==> config.mk <==
export PLATFORM = sky130hd
export DESIGN_NAME = brd_decoder_top
export DESIGN_NICKNAME = d
export VERILOG_FILES = /design/src/logic/brd_pkg.sv /design/src/logic/brd_boot_strap.sv /design/src/logic/brd_decoder_top.sv
export SDC_FILE = /design/constraint.sdc
export NUM_CORES = 1
export LEC_CHECK = 0
export ABC_AREA = 1
export BUFFER_PORTS_ARGS = -buffer_cell sky130_fd_sc_hd__buf_2
export CAP_MARGIN = 20
export CORE_AREA = 2 2 166 168
export CTS_BUF_LIST = sky130_fd_sc_hd__clkbuf_8
export DETAILED_ROUTE_END_ITERATION = 16
export DIE_AREA = 0 0 168 170
export PLACE_DENSITY = 0.53
export SYNTH_ARGS = -nofsm -noshare
export SYNTH_HDL_FRONTEND = slang
export SYNTH_SLANG_ARGS = --single-unit
==> constraint.sdc <==
create_clock -name sys_clk -period 3.1 [get_ports sys_clk]
set_input_delay 0.31 -clock sys_clk [delete_from_list [all_inputs] [get_ports sys_clk]]
set_output_delay 0.31 -clock sys_clk [all_outputs]
set_load 0.02 [all_outputs]
==> src/logic/brd_pkg.sv <==
package brd_pkg;

  // ==========================================================
  // Address split
  // ==========================================================
  localparam int ADDR_W = 32;
  localparam int BANK_MSB = 31;
  localparam int BANK_LSB = 28;
  localparam int AREA_MSB = 27;
  localparam int AREA_LSB = 20;
  localparam int BANK_OFF_W = 28;
  localparam int AREA_OFF_W = 20;

  // ==========================================================
  // Banks of 256 MB, selected by the top four address bits
  // ==========================================================
  localparam logic [3:0] BANK_INTERNAL = 4'h0;
  localparam logic [3:0] BANK_EXT_FIRST = 4'h1;
  localparam logic [3:0] BANK_EXT_LAST = 4'h7;
  localparam logic [3:0] BANK_PERIPH = 4'hf;

  // ==========================================================
  // Areas of 1 MB inside bank 0
  // ==========================================================
  localparam logic [7:0] AREA_BOOT = 8'h00;
  localparam logic [7:0] AREA_ROM = 8'h01;
  localparam logic [7:0] AREA_RAM_FIRST = 8'h02;
  localparam logic [7:0] AREA_RAM_SECOND = 8'h03;
  localparam logic [7:0] AREA_USB_HOST = 8'h05;

  // ==========================================================
  // External chip selects and boot defaults
  // ==========================================================
  localparam int NUM_CS = 8;
  localparam logic [2:0] CS_BOOT = 3'h0;
  localparam logic CS0_BYTE_SELECT = 1'b1;
  localparam logic [1:0] CS0_WIDTH_16 = 2'h1;
  localparam logic CS0_CTRL_BY_CS = 1'b1;
  localparam logic RESET_REMAP = 1'b0;

  // Slave targets of one decode
  typedef enum logic [2:0] {
    SLV_NONE = 3'h0,
    SLV_ROM = 3'h1,
    SLV_RAM_FIRST = 3'h2,
    SLV_RAM_SECOND = 3'h3,
    SLV_USB_HOST = 3'h4,
    SLV_EXT_BUS = 3'h5,
    SLV_PERIPH = 3'h6
  } brd_slave_t;

  // Request of one master
  typedef struct packed {
    logic valid;
    logic [ADDR_W-1:0] addr;
  } brd_req_t;

  // Decoded route of one master
  typedef struct packed {
    logic valid;
    logic abort;
    brd_slave_t slave;
    logic [2:0] chipSel;
    logic [BANK_OFF_W-1:0] offset;
  } brd_route_t;

  // Chip select 0 configuration after an external boot
  typedef struct packed {
    logic active;
    logic byteSelect;
    logic [1:0] busWidth;
    logic ctrlByCs;
  } brd_cs0_cfg_t;

endpackage

==> src/logic/brd_boot_strap.sv <==
module brd_boot_strap (
  input wire logic sys_clk,
  input wire logic rst,
  input wire logic bootSourcePin,
  input wire logic remapSetReq,
  input wire logic remapClearReq,
  output logic bootFromRom,
  output logic remapActive
);

  // ==========================================================
  // State
  // ==========================================================
  typedef struct packed {
    logic syncFirst;
    logic syncSecond;
    logic bootLevel;
    logic remap;
  } brd_strap_state_t;

  brd_strap_state_t state_reg;
  brd_strap_state_t state_next;

  // Pin passes two flops; the level is frozen once reset is released
  always_comb begin
    state_next = state_reg;
    state_next.syncFirst = bootSourcePin;
    state_next.syncSecond = state_reg.syncFirst;
    if (rst) begin
      state_next.bootLevel = state_reg.syncSecond;
      state_next.remap = brd_pkg::RESET_REMAP;
    end else if (remapSetReq) begin
      state_next.remap = 1'b1; // Set wins over a clear in the same cycle
    end else if (remapClearReq) begin
      state_next.remap = 1'b0;
    end
  end

  // Single register stage for the whole state
  always_ff @(posedge sys_clk) begin
    state_reg <= state_next;
  end

  // Outputs straight from flops
  assign bootFromRom = state_reg.bootLevel;
  assign remapActive = state_reg.remap;

endmodule

==> src/logic/brd_decoder_top.sv <==
// Functional notes
// - Top four address bits pick one of sixteen 256 MB banks.
// - Banks 1 to 7 go to the external bus, each to a chip select.
// - Bank 0 holds internal memories, split into 1 MB areas.
// - Bank 15 goes to the peripheral bridge.
// - Accesses to unmapped addresses end in an abort to the requester.
// - Every master has its own decoder; all decode identically.
// - Address zero resolves to internal boot, external boot or remapped RAM.
// - The first 1 MB belongs wholly to the selected boot memory.
// - No remap and boot pin high: boot area maps to ROM.
// - No remap and boot pin low: boot area maps to chip select 0.
// - Boot pin is captured during reset; later changes are ignored.
// - With remap set the first RAM sits at zero, pin ignored.
// - ROM, both RAMs and USB host window keep fixed addresses.
// - After reset the first fetch comes from address zero.
// - External boot gives chip select 0 byte select, 16 bits, CS strobes.
// - Each external chip select owns its own 256 MB window.
//
// Limitations: memories smaller than their 1 MB area alias inside it, and
// nothing above their size is aborted. Chip select 7 is never reached by
// the decode, since banks 1 to 7 give chip selects 0 to 6.
module brd_decoder_top #(
  parameter int NUM_MASTERS = 6
) (
  input wire logic sys_clk,
  input wire logic rst,
  input wire logic bootSourcePin,
  input wire logic remapSetReq,
  input wire logic remapClearReq,
  input wire brd_pkg::brd_req_t reqIn [NUM_MASTERS],
  output brd_pkg::brd_route_t routeOut [NUM_MASTERS],
  output brd_pkg::brd_cs0_cfg_t cs0Cfg,
  output logic bootFromRom,
  output logic remapActive
);

  // ==========================================================
  // Elaboration checks
  // ==========================================================
  if (NUM_MASTERS < 1 || NUM_MASTERS > 16) begin : g_bad_masters
    $error("NUM_MASTERS must lie between 1 and 16");
  end
  if (int'(brd_pkg::BANK_EXT_LAST - brd_pkg::BANK_EXT_FIRST) >= brd_pkg::NUM_CS)
  begin : g_bad_cs
    $error("More external banks than chip selects");
  end
  // The decode relies on the area field sitting just below the bank field
  if (brd_pkg::BANK_LSB != brd_pkg::AREA_MSB + 1) begin : g_bad_fields
    $error("Bank and area fields must be adjacent");
  end
  // A peripheral bank inside the external range would be unreachable
  if (brd_pkg::BANK_PERIPH <= brd_pkg::BANK_EXT_LAST) begin : g_bad_banks
    $error("Peripheral bank overlaps the external banks");
  end
  // Chip select numbers must fit the three-bit route field
  if (brd_pkg::NUM_CS > 8) begin : g_bad_cs_width
    $error("Chip select field too narrow");
  end

  // ==========================================================
  // Decode function, shared by every master
  // ==========================================================
  function automatic brd_pkg::brd_route_t decodeAddr(
    input logic [brd_pkg::ADDR_W-1:0] addr,
    input logic remap,
    input logic romBoot
  );
    brd_pkg::brd_route_t r;
    logic [3:0] bank;
    logic [7:0] area;
    r = '0;
    bank = addr[brd_pkg::BANK_MSB:brd_pkg::BANK_LSB];
    area = addr[brd_pkg::AREA_MSB:brd_pkg::AREA_LSB];
    r.valid = 1'b1;
    r.slave = brd_pkg::SLV_NONE;
    r.offset = addr[brd_pkg::BANK_OFF_W-1:0];
    if (bank == brd_pkg::BANK_INTERNAL) begin
      // Second stage: 1 MB areas, offset is the place inside the area
      r.offset = {8'h00, addr[brd_pkg::AREA_OFF_W-1:0]};
      case (area)
        brd_pkg::AREA_BOOT: begin
          // Whole first megabyte follows the boot choice
          if (remap) begin
            r.slave = brd_pkg::SLV_RAM_FIRST;
          end else if (romBoot) begin
            r.slave = brd_pkg::SLV_ROM;
          end else begin
            r.slave = brd_pkg::SLV_EXT_BUS;
            r.chipSel = brd_pkg::CS_BOOT;
          end
        end
        brd_pkg::AREA_ROM: begin
          r.slave = brd_pkg::SLV_ROM;
        end
        brd_pkg::AREA_RAM_FIRST: begin
          r.slave = brd_pkg::SLV_RAM_FIRST;
        end
        brd_pkg::AREA_RAM_SECOND: begin
          r.slave = brd_pkg::SLV_RAM_SECOND;
        end
        brd_pkg::AREA_USB_HOST: begin
          r.slave = brd_pkg::SLV_USB_HOST;
        end
        default: begin
          // Empty areas of bank 0 abort as well
          r.abort = 1'b1;
        end
      endcase
    end else if (bank >= brd_pkg::BANK_EXT_FIRST && bank <= brd_pkg::BANK_EXT_LAST) begin
      // One chip select per bank, whole 256 MB window
      r.slave = brd_pkg::SLV_EXT_BUS;
      r.chipSel = 3'(bank - brd_pkg::BANK_EXT_FIRST);
    end else if (bank == brd_pkg::BANK_PERIPH) begin
      r.slave = brd_pkg::SLV_PERIPH;
    end else begin
      // Banks 8 to 14 hold nothing
      r.abort = 1'b1;
    end
    // An aborted access names no slave and carries no offset
    if (r.abort) begin
      r.offset = '0;
      r.chipSel = '0;
    end
    return r;
  endfunction

  // ==========================================================
  // Boot strap capture and remap flag
  // ==========================================================
  brd_boot_strap u_strap (
    .sys_clk(sys_clk),
    .rst(rst),
    .bootSourcePin(bootSourcePin),
    .remapSetReq(remapSetReq),
    .remapClearReq(remapClearReq),
    .bootFromRom(bootFromRom),
    .remapActive(remapActive)
  );

  // ==========================================================
  // State
  // ==========================================================
  typedef struct packed {
    brd_pkg::brd_route_t [NUM_MASTERS-1:0] route;
    brd_pkg::brd_cs0_cfg_t cs0;
  } brd_top_state_t;

  brd_top_state_t state_reg;
  brd_top_state_t state_next;

  // One decoder per master; identical function keeps maps equal
  always_comb begin
    state_next = state_reg;
    for (int m = 0; m < NUM_MASTERS; m++) begin
      if (rst) begin
        state_next.route[m] = '0;
      end else if (reqIn[m].valid) begin
        state_next.route[m] = decodeAddr(reqIn[m].addr, remapActive, bootFromRom);
      end else begin
        // Idle lanes drop to zero so no stale answer looks like a new one
        state_next.route[m] = '0;
      end
    end
    // Chip select 0 defaults are always driven; active is set only while booting from the external bus
    state_next.cs0.byteSelect = brd_pkg::CS0_BYTE_SELECT;
    state_next.cs0.busWidth = brd_pkg::CS0_WIDTH_16;
    state_next.cs0.ctrlByCs = brd_pkg::CS0_CTRL_BY_CS;
    state_next.cs0.active = rst ? 1'b0 : !bootFromRom;
  end

  // Single register stage; reset is applied through the next value
  always_ff @(posedge sys_clk) begin
    state_reg <= state_next;
  end

  // Outputs straight from flops
  assign cs0Cfg = state_reg.cs0;
  for (genvar m = 0; m < NUM_MASTERS; m++) begin : g_out
    assign routeOut[m] = state_reg.route[m];
  end

  // ==========================================================
  // Helper slices for the checks below
  // ==========================================================
  // Written out by hand so the checks do not reuse the decode function
  logic [3:0] reqBank [NUM_MASTERS];
  logic [7:0] reqArea [NUM_MASTERS];
  logic [brd_pkg::BANK_OFF_W-1:0] reqBankOff [NUM_MASTERS];
  logic [brd_pkg::AREA_OFF_W-1:0] reqAreaOff [NUM_MASTERS];
  for (genvar m = 0; m < NUM_MASTERS; m++) begin : g_slice
    assign reqBank[m] = reqIn[m].addr[brd_pkg::BANK_MSB:brd_pkg::BANK_LSB];
    assign reqArea[m] = reqIn[m].addr[brd_pkg::AREA_MSB:brd_pkg::AREA_LSB];
    assign reqBankOff[m] = reqIn[m].addr[brd_pkg::BANK_OFF_W-1:0];
    assign reqAreaOff[m] = reqIn[m].addr[brd_pkg::AREA_OFF_W-1:0];
  end

  // ==========================================================
  // Map checks, one set per master
  // ==========================================================

  for (genvar m = 0; m < NUM_MASTERS; m++) begin : g_chk

    if (m > 0) begin : g_same

    end
  end
endmodule

==> impl_summary.md <==
Status
The flow ran to the end, and the final reports show no timing, DRC or antenna violations.

Timing
The relative slew slack is between 40% and 50%. The clock skew is about 0.01 ns. In the final timing run, aggregate negative setup slack is 0 ns. The transition at the pin with the smallest max-transition slack is 0.855 ns. Derived from the worst setup path, the maximum achievable clock frequency is a little under 500 MHz.

Setup violations remaining at the end of the flow were counted as 0. The final number of hold-violating endpoints is 0. Dividing the final minimum period by the clock period gives approximately 65%. After layout, the minimum clock period comes to a little over 2 ns. The number of pins with negative max-slew slack in the final report is 0. Setup repair after global routing left no endpoint under its margin.

Place
The post-detailed-placement half-perimeter wirelength is around 19000 um. The number of buffers inserted by port buffering is around 420. The placer's final routability congestion estimate is about 0.83.

The area of placed instances is roughly 10000 um^2.

Yosys
By count the netlist is led by 220 x sky130_fd_sc_hd__dfxtp_1, 207 x sky130_fd_sc_hd__inv_1, 191 x sky130_fd_sc_hd__nor2_1. In this run the biggest area consumer among cell types represents 58.1% of the synthesized area. Each instance of the synthesized netlist takes up on average approximately 8.5 um^2. The fraction of the yosys area taken by sequential cells is between 50% and 60%. The cell taking the most area after synthesis is sky130_fd_sc_hd__dfxtp_1. The share of flip-flops with an asynchronous set or reset after synthesis is 0%.

After technology mapping, the gate count stands at between 800 and 900. Yosys attributes the largest share of cell area to sky130_fd_sc_hd__dfxtp_1 58%, sky130_fd_sc_hd__inv_1 10%, sky130_fd_sc_hd__nor2_1 9.5%, sky130_fd_sc_hd__nor2_2 4.2%, sky130_fd_sc_hd__ha_1 3.6%. The Yosys step of the flow raised 0 warnings. In this run, synthesis produced a sequential element count of approximately 220.

The count of distinct cell types in the synthesized netlist is 28. By instance count, the leading cell after synthesis is sky130_fd_sc_hd__dfxtp_1. Yosys mapped a number of flops with a built-in enable equal to 1. After synthesis the cells add up to approximately 7600 um^2. The predominant post-synthesis flop cell is sky130_fd_sc_hd__dfxtp_1.

Global routing
For this run the aggregate overflow at the end of global routing stands at 0. Entering global routing, the biggest net connects 25 pins. The initial antenna violation count is 4. The global-route wire length before repair is roughly 38000 um. The number of global-route vias before repair came to between 7000 and 8000. The aggregate global-route resource usage is 16.8%.

Floorplanning
The I/O pin count is roughly 430. In this run the standard cell core region covers 26700 um^2. The die covers between 20000 and 30000 um^2. Measured along the y axis, the die boundary spans 170 um. Once the floorplan was initialized, standard cells occupied roughly 28% of the core. The die boundary width is around 170 um. The cell row count is 60.

Critical path
By startpoint and endpoint, the worst setup path is classified as primary input to flip-flop. Traced cell by cell, the critical path runs through dlygate4sd3_1, buf_2, inv_1, nand2_1, inv_1, nand3_1, nor2_1. The delay of the slowest cell on the worst path is approximately 0.60 ns. The cell repeated most along the worst path is sky130_fd_sc_hd__inv_1. STA puts the critical path data arrival time at roughly 2.5 ns.

The nature of the critical path endpoint is a flip-flop. At the worst endpoint, the required time is about 3.5 ns. The startpoint kind of the worst setup timing path is a primary input.

The library cell contributing the largest single delay on the critical path is sky130_fd_sc_hd__nand3_1. The largest fanout of any net on the critical path is 21.

Finish
The number of flip-flops under the largest register name is 216. The post-layout instance area is roughly 12000 um^2. The layout-stage area growth over the synthesis result is 59.4%.

In the final design database the tool counted ~1700 nets. The layout cell share with drive strength beyond 1 is a little over a third.

Route
The routed layout has approximately 7300 vias. The count of nets left with antenna violations once routing finished came out at 0. In the routed design, unresolved DRC markers number 0. The first-pass detailed-route iteration total is 4. The post-detailed-route via-to-cell ratio is roughly 4. The post-detailed-route wirelength per cell is 13.5 um. The initial detailed-routing violation count is between 200 and 300. The wire length after detailed routing is 24900 um.

Clock network
The clock insertion delay at the later pin of the skew report is 0.52 ns. Clock tree synthesis inserted a total of 40 buffers. After clock tree synthesis, the clock-pin slew on the worst setup and hold paths is around 0.06 ns. After clock tree synthesis, the setup repair step added 0 buffers.

In this run, post-CTS hold repair placed between 100 and 150 buffers. The quantity of gates resized following cts is 0. CTS built an H-tree with a depth of 2.

The buffer cell driving the clock tree root is sky130_fd_sc_hd__clkbuf_8. The clock net in this run drives a total of ~220 sinks. The clock passes through at most 3 buffers. TritonCTS built the clock tree.

Pwr
After layout, the design draws a total of approximately 6400 uW. The leakage power total is between 0.006 and 0.007 uW. The power per cell area is about 530 nW/um^2. The maximum vdd ir drop is between 200 and 300 uV.

Worst hold path
The worst hold path class is primary input to flip-flop.

Job
The max-capacitance violation count is 0.
[report_power, final]
group          total, uW  switching (uW)  internal (uW)
clock               2650            1130           1520
sequential          2960            24.8           2930
combinational        757             421            335
[final timing paths]
path / depth (start not counted) / slack [ns] / endpoint / from
hold / removal: 3 / 0.04 / routeOut[197] / reqIn[182]
setup reg to reg: 4 / 1.44 / routeOut[176] / u_strap.remapActive
hold reg to reg: 0 / 0.32 / u_strap.state_reg[2] / u_strap.state_next[2]
setup / recovery: 7 / 1.08 / routeOut[48] / rst
[kinds of logic (layout without fill, tap and decap cells)]
family / count (synthesis) / after routing / share of synthesized area (%)
compound gates: 38 / 38 / 2.64
xor+xnor: 5 / 5 / 0.577
fa+ha+maj: 22 / 22 / 3.63
buf+inv: 230 / 834 / 12.6
flops: 221 / 221 / 58.5
other cells: 2 / 7 / 0.0990
simple gates: 373 / 373 / 22.0
[layout by cell type (no fill, tap or decap), types with 14 or more instances in the layout]
| cell | n |
|---|---|
| sky130_fd_sc_hd__clkbuf_8 | 50 |
| sky130_fd_sc_hd__nor2_2 | 51 |
| sky130_fd_sc_hd__nand2_1 | 73 |
| sky130_fd_sc_hd__nand3_1 | 31 |
| sky130_fd_sc_hd__nor2_1 | 191 |
| sky130_fd_sc_hd__o21ai_0 | 14 |
| sky130_fd_sc_hd__buf_2 | 421 |
| sky130_fd_sc_hd__inv_1 | 221 |
| sky130_fd_sc_hd__dfxtp_1 | 220 |
| sky130_fd_sc_hd__a21oi_1 | 19 |
| sky130_fd_sc_hd__ha_1 | 22 |
| sky130_fd_sc_hd__dlygate4sd3_1 | 133 |
[worst max-delay path: cells and delay by family]
| family | cells | cell delay (ns) |
|---|---|---|
| buf+inv | 4 | 1.08 |
| simple gates | 3 | 1.04 |
[per-layer routing]
| layer | global-route usage (%) | wire length, um |
|---|---|---|
| met2 | 30.0 | 12200 |
| met4 | 6.81 | 829 |
| met1 | 18.4 | 9690 |
| met5 | 0 | 18 |
| met3 | 5.79 | 2100 |
[per-stage QoR]
stage / cells / utilization [%] / hold slack [ns] / setup slack, ns
after detailed placement: 1638 / 37.4 / 0.312 / 1.04
after global routing: 1840 / 45.4 / 0.00703 / 0.804
after global placement: 1638 / 37.4 / 0.311 / 1.14
final: 1841 / 45.4 / 0.0416 / 1.08
after CTS: 1837 / 45.3 / 0.00132 / 1.05
after floorplan: 893 / - / 0.310 / 1.79
[cell type report]
| cell class | count | area (um^2) |
|---|---|---|
| Tap cell | 341 | 427 |
| Fill cell | 2611 | 14600 |
| Multi-Input combinational cell | 442 | 2200 |
| Sequential cell | 221 | 4430 |
| Timing Repair Buffer | 554 | 3440 |
| Antenna cell | 3 | 7.51 |
| Inverter | 213 | 800 |
| Clock buffer | 50 | 688 |
| Clock inverter | 17 | 92.6 |
Note: power is estimated with default switching activity, not from simulation.
